==> config.mk <==
export PLATFORM = sky130hd
export DESIGN_NAME = wit_watchdog_interval_timer
export DESIGN_NICKNAME = d
export VERILOG_FILES = /design/src/include/wit_pkg.sv /design/src/hdl/wit_prescaler.sv /design/src/hdl/wit_reset_pulse.sv /design/src/hdl/wit_watchdog_interval_timer.sv
export VERILOG_INCLUDE_DIRS = /design/src /design/src/include
export SDC_FILE = /design/constraint.sdc
export NUM_CORES = 1
export LEC_CHECK = 0
export ABC_AREA = 1
export BUFFER_PORTS_ARGS = -buffer_cell sky130_fd_sc_hd__buf_2
export CAP_MARGIN = 10
export CORE_MARGIN = 5
export CORE_UTILIZATION = 38
export DETAILED_ROUTE_END_ITERATION = 6
export SLEW_MARGIN = 40
export SYNTH_ARGS = -nofsm -noshare
export SYNTH_HDL_FRONTEND = slang
export SYNTH_SLANG_ARGS = --single-unit
==> constraint.sdc <==
create_clock -name clk -period 4.38 [get_ports clk]
set_input_delay 1.314 -clock clk [delete_from_list [all_inputs] [get_ports clk]]
set_output_delay 1.314 -clock clk [all_outputs]
set_load 0.005 [all_outputs]
==> src/include/wit_params.svh <==
// Constants for the watchdog and interval timer
`ifndef WIT_PARAMS_SVH
`define WIT_PARAMS_SVH

// Register addresses on the internal bus
`define WIT_ADDR_CTRL    16'hFF74
`define WIT_ADDR_CNT     16'hFF75
`define WIT_ADDR_RST_WR  16'hFF76
`define WIT_ADDR_RST_RD  16'hFF77

// Write keys in the upper byte of a word write
`define WIT_KEY_CNT      8'h5A
`define WIT_KEY_CSR      8'hA5

// Reset values and reserved bits
`define WIT_ZERO8        8'h00
`define WIT_CNT_MAX      8'hFF
`define WIT_RCTL_INIT    8'h1F
`define WIT_CSR_RSVD     2'h3
`define WIT_RST_RSVD     5'h1F

// Field positions
`define WIT_IFLAG_BIT    7
`define WIT_MODE_BIT     6
`define WIT_RUN_BIT      5
`define WIT_CKS_HI       2
`define WIT_CKS_LO       0
`define WIT_WFLAG_BIT    7
`define WIT_ROUT_BIT     6
`define WIT_RKIND_BIT    5

// Prescaler width and tap shifts (divider is two to the shift)
`define WIT_PRE_W        17
`define WIT_TAP0_SH      1
`define WIT_TAP1_SH      6
`define WIT_TAP2_SH      7
`define WIT_TAP3_SH      9
`define WIT_TAP4_SH      11
`define WIT_TAP5_SH      13
`define WIT_TAP6_SH      15
`define WIT_TAP7_SH      17
`define WIT_TAPS         8

// Internal reset pulse in system clock states
`define WIT_PULSE_W      10
`define WIT_PULSE_CYC    10'h206

`endif

==> src/include/wit_pkg.sv <==
// Types shared by the watchdog and interval timer
package wit_pkg;

  // Internal reset pulse generator states
  typedef enum logic [0:0]
  {
    WIT_PS_IDLE   = 1'h0,
    WIT_PS_ACTIVE = 1'h1
  } wit_pulse_state_t;

  // Counter operating mode
  typedef enum logic [0:0]
  {
    WIT_MODE_INTERVAL = 1'h0,
    WIT_MODE_WATCHDOG = 1'h1
  } wit_mode_t;

endpackage

==> src/hdl/wit_prescaler.sv <==
// Free-running prescaler with eight divider taps
`timescale 1ns/10ps
`include "wit_params.svh"

module wit_prescaler
(
  input  wire logic                 clk,
  input  wire logic                 rst_n,
  output logic [`WIT_TAPS-1:0]      tapTick
);

  logic [`WIT_PRE_W-1:0] preCnt_ff;
  logic [`WIT_PRE_W-1:0] nxt_preCnt;

  // Shift of each tap
  function automatic int tapShift(input int idx);
    case (idx)
      0:       tapShift = `WIT_TAP0_SH;
      1:       tapShift = `WIT_TAP1_SH;
      2:       tapShift = `WIT_TAP2_SH;
      3:       tapShift = `WIT_TAP3_SH;
      4:       tapShift = `WIT_TAP4_SH;
      5:       tapShift = `WIT_TAP5_SH;
      6:       tapShift = `WIT_TAP6_SH;
      default: tapShift = `WIT_TAP7_SH;
    endcase
  endfunction

  // Divider advances every clock
  always_comb
  begin
    nxt_preCnt = preCnt_ff + `WIT_PRE_W'(1);
  end

  always_ff @(posedge clk)
  begin
    if (!rst_n)
      preCnt_ff <= '0;
    else
      preCnt_ff <= nxt_preCnt;
  end

  // One pulse per divider period on each tap
  genvar gi;
  generate
    for (gi = 0; gi < `WIT_TAPS; gi++)
    begin : gTap
      localparam int SH = tapShift(gi);
      assign tapTick[gi] = &preCnt_ff[SH-1:0];
    end
  endgenerate

endmodule

==> src/hdl/wit_reset_pulse.sv <==
// Stretches a watchdog overflow into the internal reset pulse
`timescale 1ns/10ps
`include "wit_params.svh"

module wit_reset_pulse
(
  input  wire logic  clk,
  input  wire logic  rst_n,
  input  wire logic  start,
  input  wire logic  kindIn,
  output logic       active,
  output logic       kind
);

  wit_pkg::wit_pulse_state_t state_ff;
  wit_pkg::wit_pulse_state_t nxt_state;
  logic [`WIT_PULSE_W-1:0]   cnt_ff;
  logic [`WIT_PULSE_W-1:0]   nxt_cnt;
  logic                      kind_ff;
  logic                      nxt_kind;
  logic [`WIT_PULSE_W-1:0]   lenCnt_ff;

  // Pulse sequencing
  always_comb
  begin
    nxt_state = state_ff;
    nxt_cnt   = cnt_ff;
    nxt_kind  = kind_ff;
    case (state_ff)
      wit_pkg::WIT_PS_IDLE:
      begin
        if (start)
        begin
          nxt_state = wit_pkg::WIT_PS_ACTIVE;
          nxt_cnt   = `WIT_PULSE_CYC - `WIT_PULSE_W'(1);
          nxt_kind  = kindIn;
        end
      end
      wit_pkg::WIT_PS_ACTIVE:
      begin
        if (cnt_ff == '0)
          nxt_state = wit_pkg::WIT_PS_IDLE;
        else
          nxt_cnt = cnt_ff - `WIT_PULSE_W'(1);
      end
      default:
        nxt_state = wit_pkg::WIT_PS_IDLE;
    endcase
  end

  // External pin reset overrides any pulse
  always_ff @(posedge clk)
  begin
    if (!rst_n)
    begin
      state_ff <= wit_pkg::WIT_PS_IDLE;
      cnt_ff   <= '0;
      kind_ff  <= 1'h0;
    end
    else
    begin
      state_ff <= nxt_state;
      cnt_ff   <= nxt_cnt;
      kind_ff  <= nxt_kind;
    end
  end

  assign active = (state_ff == wit_pkg::WIT_PS_ACTIVE);
  assign kind   = kind_ff;

  // Length of the pulse, for checking only
  always_ff @(posedge clk)
  begin
    if (!rst_n || !active)
      lenCnt_ff <= '0;
    else
      lenCnt_ff <= lenCnt_ff + `WIT_PULSE_W'(1);
  end
endmodule

==> src/hdl/wit_watchdog_interval_timer.sv <==
// Watchdog and interval timer with key-protected registers
`timescale 1ns/10ps
`include "wit_params.svh"

module wit_watchdog_interval_timer
(
  input  wire logic         clk,
  input  wire logic         rst_n,
  input  wire logic         busSel,
  input  wire logic         busWr,
  input  wire logic         busWord,
  input  wire logic [15:0]  busAddr,
  input  wire logic [15:0]  busWdata,
  output logic      [7:0]   busRdata,
  output logic              busRdValid,
  output logic              intervalTimerIrq,
  output logic              chipResetReq,
  output logic              chipResetKind,
  output logic              watchdogOverflowFlag
);

  // ****************************************************
  // Declarations
  // ****************************************************
  logic [`WIT_TAPS-1:0] tapTick;
  logic                 tick;
  logic [7:0]           keyByte;
  logic [7:0]           dataByte;
  logic                 wrCtrl;
  logic                 wrCnt;
  logic                 wrCsr;
  logic                 wrRst;
  logic                 rstClr;
  logic                 rstCfg;
  logic                 rdCsr;
  logic                 rdRst;
  logic                 rollEvent;
  logic                 wdRoll;

  logic [7:0] cnt_ff;
  logic [7:0] nxt_cnt;
  logic       ivFlag_ff;
  logic       nxt_ivFlag;
  logic       ivArm_ff;
  logic       nxt_ivArm;
  wit_pkg::wit_mode_t mode_ff;
  wit_pkg::wit_mode_t nxt_mode;
  logic       run_ff;
  logic       nxt_run;
  logic [2:0] cks_ff;
  logic [2:0] nxt_cks;

  logic       wdFlag_ff;
  logic       nxt_wdFlag;
  logic       wdArm_ff;
  logic       nxt_wdArm;
  logic       rstOutEn_ff;
  logic       nxt_rstOutEn;
  logic       rstKind_ff;
  logic       nxt_rstKind;

  logic [7:0] rdata_ff;
  logic [7:0] nxt_rdata;
  logic       rdValid_ff;
  logic       nxt_rdValid;

  // Tap picked by the clock select code
  function automatic logic tapSelect(input logic [`WIT_TAPS-1:0] taps, input logic [2:0] code);
    tapSelect = taps[code];
  endfunction

  // Bus address match for a protected register
  function automatic logic addrHit(input logic [15:0] addr, input logic [15:0] reg_addr);
    addrHit = (addr == reg_addr);
  endfunction

  // ****************************************************
  // Submodules
  // ****************************************************

  // Divider taps of the system clock
  wit_prescaler u_prescaler
  (
    .clk     (clk),
    .rst_n   (rst_n),
    .tapTick (tapTick)
  );

  // Chip-wide internal reset pulse
  wit_reset_pulse u_reset_pulse
  (
    .clk    (clk),
    .rst_n  (rst_n),
    .start  (wdRoll && rstOutEn_ff),
    .kindIn (rstKind_ff),
    .active (chipResetReq),
    .kind   (chipResetKind)
  );

  // ****************************************************
  // Bus decode
  // ****************************************************

  // Keyed word writes only; byte writes fall through
  assign keyByte  = busWdata[15:8];
  assign dataByte = busWdata[7:0];
  assign wrCtrl   = busSel && busWr && busWord && addrHit(busAddr, `WIT_ADDR_CTRL);
  assign wrCnt    = wrCtrl && (keyByte == `WIT_KEY_CNT);
  assign wrCsr    = wrCtrl && (keyByte == `WIT_KEY_CSR);
  assign wrRst    = busSel && busWr && busWord && addrHit(busAddr, `WIT_ADDR_RST_WR);
  assign rstClr   = wrRst && (keyByte == `WIT_KEY_CSR) && (dataByte == `WIT_ZERO8);
  assign rstCfg   = wrRst && (keyByte == `WIT_KEY_CNT);
  assign rdCsr    = busSel && !busWr && addrHit(busAddr, `WIT_ADDR_CTRL);
  assign rdRst    = busSel && !busWr && addrHit(busAddr, `WIT_ADDR_RST_RD);

  // Overflow events; a counter write in the same cycle wins
  assign tick     = run_ff && tapSelect(tapTick, cks_ff);
  assign rollEvent = tick && !wrCnt && (cnt_ff == `WIT_CNT_MAX);
  assign wdRoll    = rollEvent && (mode_ff == wit_pkg::WIT_MODE_WATCHDOG);

  // ****************************************************
  // Counter and timer control register
  // ****************************************************

  // Next counter and control state
  always_comb
  begin
    nxt_cnt    = cnt_ff;
    nxt_ivFlag = ivFlag_ff;
    nxt_ivArm  = ivArm_ff;
    nxt_mode   = mode_ff;
    nxt_run    = run_ff;
    nxt_cks    = cks_ff;
    if (!run_ff)
      nxt_cnt = `WIT_ZERO8;
    else if (wrCnt)
      nxt_cnt = dataByte;
    else if (tick)
      nxt_cnt = cnt_ff + 8'h01;
    if (wrCsr)
    begin
      nxt_mode = wit_pkg::wit_mode_t'(dataByte[`WIT_MODE_BIT]);
      nxt_run  = dataByte[`WIT_RUN_BIT];
      nxt_cks  = dataByte[`WIT_CKS_HI:`WIT_CKS_LO];
      if (ivArm_ff && !dataByte[`WIT_IFLAG_BIT])
        nxt_ivFlag = 1'h0;
      nxt_ivArm = 1'h0;
    end
    if (rdCsr && ivFlag_ff)
      nxt_ivArm = 1'h1;
    if (rollEvent)
      nxt_ivFlag = 1'h1;
    if (wdRoll)
    begin
      nxt_cnt    = `WIT_ZERO8;
      nxt_ivFlag = 1'h0;
      nxt_ivArm  = 1'h0;
      nxt_mode   = wit_pkg::WIT_MODE_INTERVAL;
      nxt_run    = 1'h0;
      nxt_cks    = 3'h0;
    end
  end

  // Counter and control registers
  always_ff @(posedge clk)
  begin
    if (!rst_n)
    begin
      cnt_ff    <= `WIT_ZERO8;
      ivFlag_ff <= 1'h0;
      ivArm_ff  <= 1'h0;
      mode_ff   <= wit_pkg::WIT_MODE_INTERVAL;
      run_ff    <= 1'h0;
      cks_ff    <= 3'h0;
    end
    else
    begin
      cnt_ff    <= nxt_cnt;
      ivFlag_ff <= nxt_ivFlag;
      ivArm_ff  <= nxt_ivArm;
      mode_ff   <= nxt_mode;
      run_ff    <= nxt_run;
      cks_ff    <= nxt_cks;
    end
  end

  // ****************************************************
  // Reset control register
  // ****************************************************

  // Next reset control state
  always_comb
  begin
    nxt_wdFlag   = wdFlag_ff;
    nxt_wdArm    = wdArm_ff;
    nxt_rstOutEn = rstOutEn_ff;
    nxt_rstKind  = rstKind_ff;
    if (rstClr)
    begin
      if (wdArm_ff)
        nxt_wdFlag = 1'h0;
      nxt_wdArm = 1'h0;
    end
    if (rdRst && wdFlag_ff)
      nxt_wdArm = 1'h1;
    if (rstCfg)
    begin
      nxt_rstOutEn = dataByte[`WIT_ROUT_BIT];
      nxt_rstKind  = dataByte[`WIT_RKIND_BIT];
    end
    if (wdRoll)
      nxt_wdFlag = 1'h1;
  end

  // Only the pin reset initialises this register
  always_ff @(posedge clk)
  begin
    if (!rst_n)
    begin
      wdFlag_ff   <= 1'(`WIT_RCTL_INIT >> `WIT_WFLAG_BIT);
      wdArm_ff    <= 1'h0;
      rstOutEn_ff <= 1'h0;
      rstKind_ff  <= 1'h0;
    end
    else
    begin
      wdFlag_ff   <= nxt_wdFlag;
      wdArm_ff    <= nxt_wdArm;
      rstOutEn_ff <= nxt_rstOutEn;
      rstKind_ff  <= nxt_rstKind;
    end
  end

  // ****************************************************
  // Read data
  // ****************************************************

  // Read mux, one cycle after the strobe
  always_comb
  begin
    nxt_rdValid = busSel && !busWr;
    nxt_rdata   = `WIT_ZERO8;
    if (rdCsr)
      nxt_rdata = {ivFlag_ff, mode_ff, run_ff, `WIT_CSR_RSVD, cks_ff};
    else if (busSel && !busWr && addrHit(busAddr, `WIT_ADDR_CNT))
      nxt_rdata = cnt_ff;
    else if (rdRst)
      nxt_rdata = {wdFlag_ff, rstOutEn_ff, rstKind_ff, `WIT_RST_RSVD};
  end

  always_ff @(posedge clk)
  begin
    if (!rst_n)
    begin
      rdata_ff   <= `WIT_ZERO8;
      rdValid_ff <= 1'h0;
    end
    else
    begin
      rdata_ff   <= nxt_rdata;
      rdValid_ff <= nxt_rdValid;
    end
  end

  // Outputs
  assign busRdata             = rdata_ff;
  assign busRdValid           = rdValid_ff;
  assign intervalTimerIrq     = ivFlag_ff && (mode_ff == wit_pkg::WIT_MODE_INTERVAL);
  assign watchdogOverflowFlag = wdFlag_ff;
endmodule

Word-level counts from Yosys, hierarchy flattened
Index checks and enable logic that the tools add are counted.
W data, S select, Z words.
{"block": "classes", "n_addsub": 3, "mul": 0, "div": 0, "n_lt_le_gt_ge": 1, "eq_ne": 9, "shift": 0, "n_mux": 23, "bitwise": 4, "n_reduce_logical": 47}
{"op": "$eq A16 B16 Y1 const B", "n": 4}
{"op": "$mux W8", "n": 5}
{"op": "$logic_and A1 B1 Y1", "n": 22}
{"op": "$mux W10", "n": 2}
{"op": "$pmux W10 S2", "n": 1}
{"op": "$add A17 B1 Y17 const B", "n": 1}
{"op": "$reduce_and A17 Y1", "n": 1}
{"op": "$eq A8 B8 Y1 const B", "n": 2}
{"op": "$reduce_and A15 Y1", "n": 1}
{"op": "$reduce_bool A2 Y1", "n": 7}
{"op": "$mux W1", "n": 13}
{"op": "$reduce_and A13 Y1", "n": 1}
{"op": "$reduce_and A11 Y1", "n": 1}
{"op": "$logic_not A10 Y1", "n": 1}
{"op": "$sub A10 B1 Y10 const B", "n": 1}
{"op": "$reduce_and A9 Y1", "n": 1}
{"op": "$add A8 B1 Y8 const B", "n": 1}
{"op": "$eq A8 B7 Y1 const B", "n": 1}
{"op": "$logic_not A8 Y1", "n": 1}
{"op": "$reduce_and A2 Y1", "n": 4}
{"op": "$reduce_and A7 Y1", "n": 1}
{"op": "$reduce_and A6 Y1", "n": 1}
{"op": "$lt A3 B4 Y1 const B", "n": 1}
{"op": "$not A1 Y1", "n": 4}
{"op": "other kinds (7)", "n": 9}
{"block": "totals", "regBits": 57, "latch_bits": 0, "mem_bits_rw": 0, "romBits": 0, "output_inout_bits": 13, "wordCells": 103, "memories": 0}

Logic depth before layout (Yosys ltp)
{"block": "logic_depth", "word_depth": 11, "ltp_mapped": 19, "ltp_nobuf": 18}

Modules after synthesis
A second synthesis with hierarchy kept.
{"block": "unflattened", "hier_cells": 515, "area_unflattened_um2": 3415.8}
{"module": "wit_watchdog_interval_timer", "instances": 1, "cells_each": 295, "area_per_inst_um2": 1898.1}
{"module": "wit_prescaler", "instances": 1, "cells_each": 122, "area_per_inst_um2": 839.6}
{"module": "wit_reset_pulse", "instances": 1, "cells_each": 98, "area_per_inst_um2": 678.2}

Worst setup path after synthesis
Ideal clock, no wire load.
{"block": "synth_path", "path_type": "input-to-reg", "start": "input busAddr[2]", "end": "register u_reset_pulse.cnt_ff[2]", "arrival_ns": 2.524, "required_time_ns": 4.272, "slack_ns": 1.748, "stages": 12, "n_path_buf": 1, "cell_sequence": "inv_1 nor2_2 nand3_1 nor3_2 nand2_1 nor2_4 nor2_8 nand4_4 buf_6 nand3_2 nand3_2 inv_2"}
{"block": "synth_via", "elab_chain_cells": 10}
{"item": "from (decl)", "line": "wit_watchdog_interval_timer.sv:12", "text": "input wire logic [15:0] busAddr,"}
{"item": "$eq A16 B16 Y1", "line": "wit_watchdog_interval_timer.sv:74", "text": "addrHit = (addr == reg_addr);"}
{"item": "$logic_and A1 B1 Y1", "line": "wit_watchdog_interval_timer.sv:107", "text": "assign wrCtrl = busSel && busWr && busWord && addrHit(busAddr, `WIT_ADDR_CTRL);"}
{"item": "$logic_and A1 B1 Y1", "line": "wit_watchdog_interval_timer.sv:108", "text": "assign wrCnt = wrCtrl && (keyByte == `WIT_KEY_CNT);"}
{"item": "$logic_not A1 Y1", "line": "wit_watchdog_interval_timer.sv:118", "text": "assign rollEvent = tick && !wrCnt && (cnt_ff == `WIT_CNT_MAX);"}
{"item": "$logic_and A1 B1 Y1 (2 in a row)", "line": "wit_watchdog_interval_timer.sv:118"}
{"item": "$logic_and A1 B1 Y1", "line": "wit_watchdog_interval_timer.sv:119", "text": "assign wdRoll = rollEvent && (mode_ff == wit_pkg::WIT_MODE_WATCHDOG);"}
{"item": "$logic_and A1 B1 Y1", "line": "wit_watchdog_interval_timer.sv:94", "text": ".start (wdRoll && rstOutEn_ff),"}
{"item": "$ne A2 B1 Y1 (no line)"}
{"item": "$reduce_and A2 Y1 (no line)"}
{"item": "to (signal assigned)", "line": "wit_reset_pulse.sv:63", "text": "cnt_ff <= nxt_cnt;"}
{"item": "to (decl)", "line": "wit_reset_pulse.sv:17", "text": "logic [`WIT_PULSE_W-1:0] cnt_ff;"}
No other way between the ends.
A chain may end at the register's enable or synchronous reset.

Worst setup path after layout
{"block": "layout_path", "start": "input busAddr[9]", "end": "register rdata_ff[0] (netlist: busRdata[0])"}
{"block": "layout_via", "elab_chain_cells": 5, "elab_cells_between_ends": 9, "classes_between": "3 x eq/ne; 3 x mux; 3 x reduce/logical"}
{"item": "$eq A16 B16 Y1", "line": "wit_watchdog_interval_timer.sv:74"}
{"item": "$logic_and A1 B1 Y1", "line": "wit_watchdog_interval_timer.sv:114", "text": "assign rdRst = busSel && !busWr && addrHit(busAddr, `WIT_ADDR_RST_RD);"}
{"item": "$mux W8", "line": "wit_watchdog_interval_timer.sv:247", "text": "else if (rdRst)"}
{"item": "$mux W8", "line": "wit_watchdog_interval_timer.sv:245", "text": "else if (busSel && !busWr && addrHit(busAddr, `WIT_ADDR_CNT))"}
{"item": "$mux W8 *", "line": "wit_watchdog_interval_timer.sv:243", "text": "if (rdCsr)"}
{"item": "to (signal assigned)", "line": "wit_watchdog_interval_timer.sv:255", "text": "rdata_ff <= `WIT_ZERO8;"}
{"item": "to (signal assigned)", "line": "wit_watchdog_interval_timer.sv:260", "text": "rdata_ff <= nxt_rdata;"}
{"item": "to (decl)", "line": "wit_watchdog_interval_timer.sv:62", "text": "logic [7:0] rdata_ff;"}
Every way passes the cells marked *; elsewhere a longest branch is shown, timed or not.

==> results.txt <==
Core footprint -> 8090 um2
GPL Wtd Cong -> 0.877
Worst-path clk slew -> 0.07 ns
CP startpoint kind -> input pin
Crit-path leading delay family -> simple AND/OR/NAND/NOR gates
R2r setup slk -> 1.81 ns
Cts bufs inserted -> 9
HPWL Detailed -> 5870 um
Max Clock Freq -> 369 MHz
Clock Skew -> 0.00554 ns
1st-iter DRT viols -> 201
Dpl cell area -> 3440 um2
Placed insts -> 595
Setup Fix Bufs, Post-CTS -> 0
Post-CTS Resized -> 0
Final period util -> 61.9%
Area of the mapped netlist -> 3100 um2
GRT Overall Usage -> 15.7%
Pins Over Slew Limit -> 0
Power Density -> 294 nW/um2
Initial antenna violation count -> 0
Max VDD drop -> 141 uV
CTS tree -> done
Vias in the first global route -> 2831
Setup CP Type -> in2reg
Run status -> complete, no violations
Tmin final -> 2.71 ns
Slew @ Worst Pin -> 0.605 ns
Hold-fix buffers, CTS -> 0
Largest net degree at the start of global routing -> 33
N_diodes -> 0
Syn_nets -> 489
Slew Limit Headroom -> 59.7%
WP buf/inv -> 4
Cells along the critical path -> buf_2 -> nand2_1 -> nor2_1 -> nand2_1 -> nor2_2 -> inv_1 -> nor2_1 -> nand3_1 -> nand2_1 -> inv_1 -> o21ai_0 -> o211ai_1 -> inv_1
Residual DRC -> 0
GRT Residual Overflow -> 0
Crit path DAT -> 2.99 ns
Final setup vio count -> 0
Pleak -> 1.60 nW
Setup TNS -> 0 ns
Crit end category -> flip-flop
CP required -> 4.66 ns
CTS sink count -> 57
Ys Warns -> 0
Layout Cells excl Fill -> 611
Buffer type at the clock tree root -> clkbuf_8
Post-synth cell types -> 36
Syn Inst Count -> 447
Htree depth -> 3
Rows -> 33
CP max stage delay -> 0.29 ns
I/O Buffers -> 49
Antenna-violating nets left -> 0
Final Hold Fails -> 0
Max FO, Critical Path -> 8
Initial core utilization -> 38.3%
Levels on crit path -> 13
Share of layout cells above drive strength 1 -> 19.8%
Global-route wire length before repair -> 12800 um
Maxcap violations -> 0
Final wirelength -> 7560 um
Min-Delay Path Class -> reg2reg
DRT Pass-1 Iters -> 5
Nets@finish -> 543
Final core occ -> 45.0%
Slowest stage cell, crit path -> nor2_2
R2R Path End -> u_reset_pulse.kind
Final instance area -> 3640 um2
Hold worst-path end -> wdArm_ff
Worst-skew pair later-pin latency -> 0.33 ns
Worst r2r src -> u_prescaler.preCnt_ff[0]
WL/cell -> 12.4 um
Worst reg2reg path depth -> 17
Via count -> 3006
RSZ-0062 raised after global routing -> no
Vias per cell -> 4.92
Mapped Avg Cell Area -> 6.93 um2
Clock Path Buffers -> 2
Boundary Pins -> 50
Die Wd -> 100 um
Register area share after synthesis -> 36.8%
Synth-to-layout area growth -> 17.6%
Hold path start -> wdArm_ff
Hold path depth -> 2
#FFs+latches synth -> 57
Die area -> 10100 um2
Die Y-Extent -> 100 um
## how the worst max path moves through the flow
stage	start	end	slack, ns
global route	u_prescaler.preCnt_ff[0]	u_reset_pulse.kind	1.41
floorplan	busAddr[2]	u_reset_pulse.cnt_ff[2]	1.75
CTS	busAddr[9]	busRdata[0]	1.69
detailed placement	busAddr[13]	busRdata[0]	1.34
global placement	busAddr[9]	busRdata[0]	1.34
finish	busAddr[9]	busRdata[0]	1.67
## cells in the final DEF (no fill, tap or decap), types with 4 or more instances in the layout
cell      count
clkbuf_8     10
o21ai_0      22
dfxtp_1      57
nor3_1       11
inv_2         4
nor2_1       52
nand2_1      76
ha_1          5
xor2_1        7
buf_2        49
nand4_1       6
a31oi_1       5
a21oi_2       8
nand3_1      50
a21oi_1      32
nor4_1        4
inv_1        68
## cells by family after synthesis
group | count (synthesis) | share of synthesized area (%)
flops | 57 | 36.8
xor+xnor | 7 | 1.98
buf+inv | 79 | 10.1
compound gates | 77 | 14.4
fa+ha+maj | 5 | 2.02
simple gates | 222 | 34.7
## synth_stat cells (all sizes together)
master   n  share of area [%]
a211oi   1               0.24
a21boi   2               0.48
a21oi   40                7.4
a31oi    5                1.0
buf      4                1.0
clkbuf   3               0.36
dfxtp   57                 37
ha       5                2.0
inv     72                8.7
nand2   81                 11
nand3   53                9.0
nand4    7                1.9
nor2    58                8.4
nor2b    1               0.20
nor3    14                2.7
nor4     5                1.2
o211ai   3               0.73
o21a     1               0.24
o21ai   22                3.6
o21bai   1               0.24
o22ai    1               0.20
o31ai    1               0.24
or2      3               0.61
xor2     7                2.0
## routing by layer
layer  track usage [%]  routed length (um)
met4              6.11                 120
met2              24.4                3400
met5                 0                   0
met3              3.96                 454
met1              20.8                3590
## cell type report
class,count,area (um2)
Clock buffer,10,138
Tap cell,105,131
Timing Repair Buffer,50,253
Inverter,72,270
Fill cell,857,4450
Multi-Input combinational cell,311,1640
Sequential cell,57,1140
Clock inverter,6,66.3
## registers in the layout, summed over array words and instances, names as in the netlist
register / count
rstOutEn_ff: 1
u_reset_pulse.cnt_ff: 10
u_prescaler.preCnt_ff: 17
ivFlag_ff: 1
run_ff: 1
u_reset_pulse.active: 1
ivArm_ff: 1
busRdValid: 1
cnt_ff: 8
u_reset_pulse.kind: 1
rstKind_ff: 1
wdArm_ff: 1
busRdata: 8
cks_ff: 3
watchdogOverflowFlag: 1
mode_ff: 1
## report_power, final
part           internal (mW)  switching (mW)
logic                 0.0183          0.0267
clock network          0.279           0.225
registers              0.521         0.00190
total                  0.818           0.253
## worst reg2reg max path: stages (launching register included)
cell	delay, ns
dfxtp_1	0.39
ha_1	0.20
nand2_2	0.09
inv_2	0.08
nand2_4	0.06
nor2_4	0.16
nand2_1	0.09
nor2_1	0.10
ha_1	0.16
nor2_1	0.05
nor2_1	0.08
nand2_1	0.07
nand2_2	0.09
nand2_4	0.08
nor2_8	0.14
nand4_4	0.31
o21ai_0	0.27
nor2_1	0.05
## through the flow
step	power [mW]	setup WS, ns	hold slack [ns]
after floorplan	0.554	1.75	0.430
after global placement	0.579	1.34	0.446
after detailed placement	0.579	1.34	0.457
after CTS	1.08	1.69	0.468
after global routing	1.11	1.41	0.493
final	1.07	1.67	0.461
Note: power is estimated with default switching activity, not from simulation.
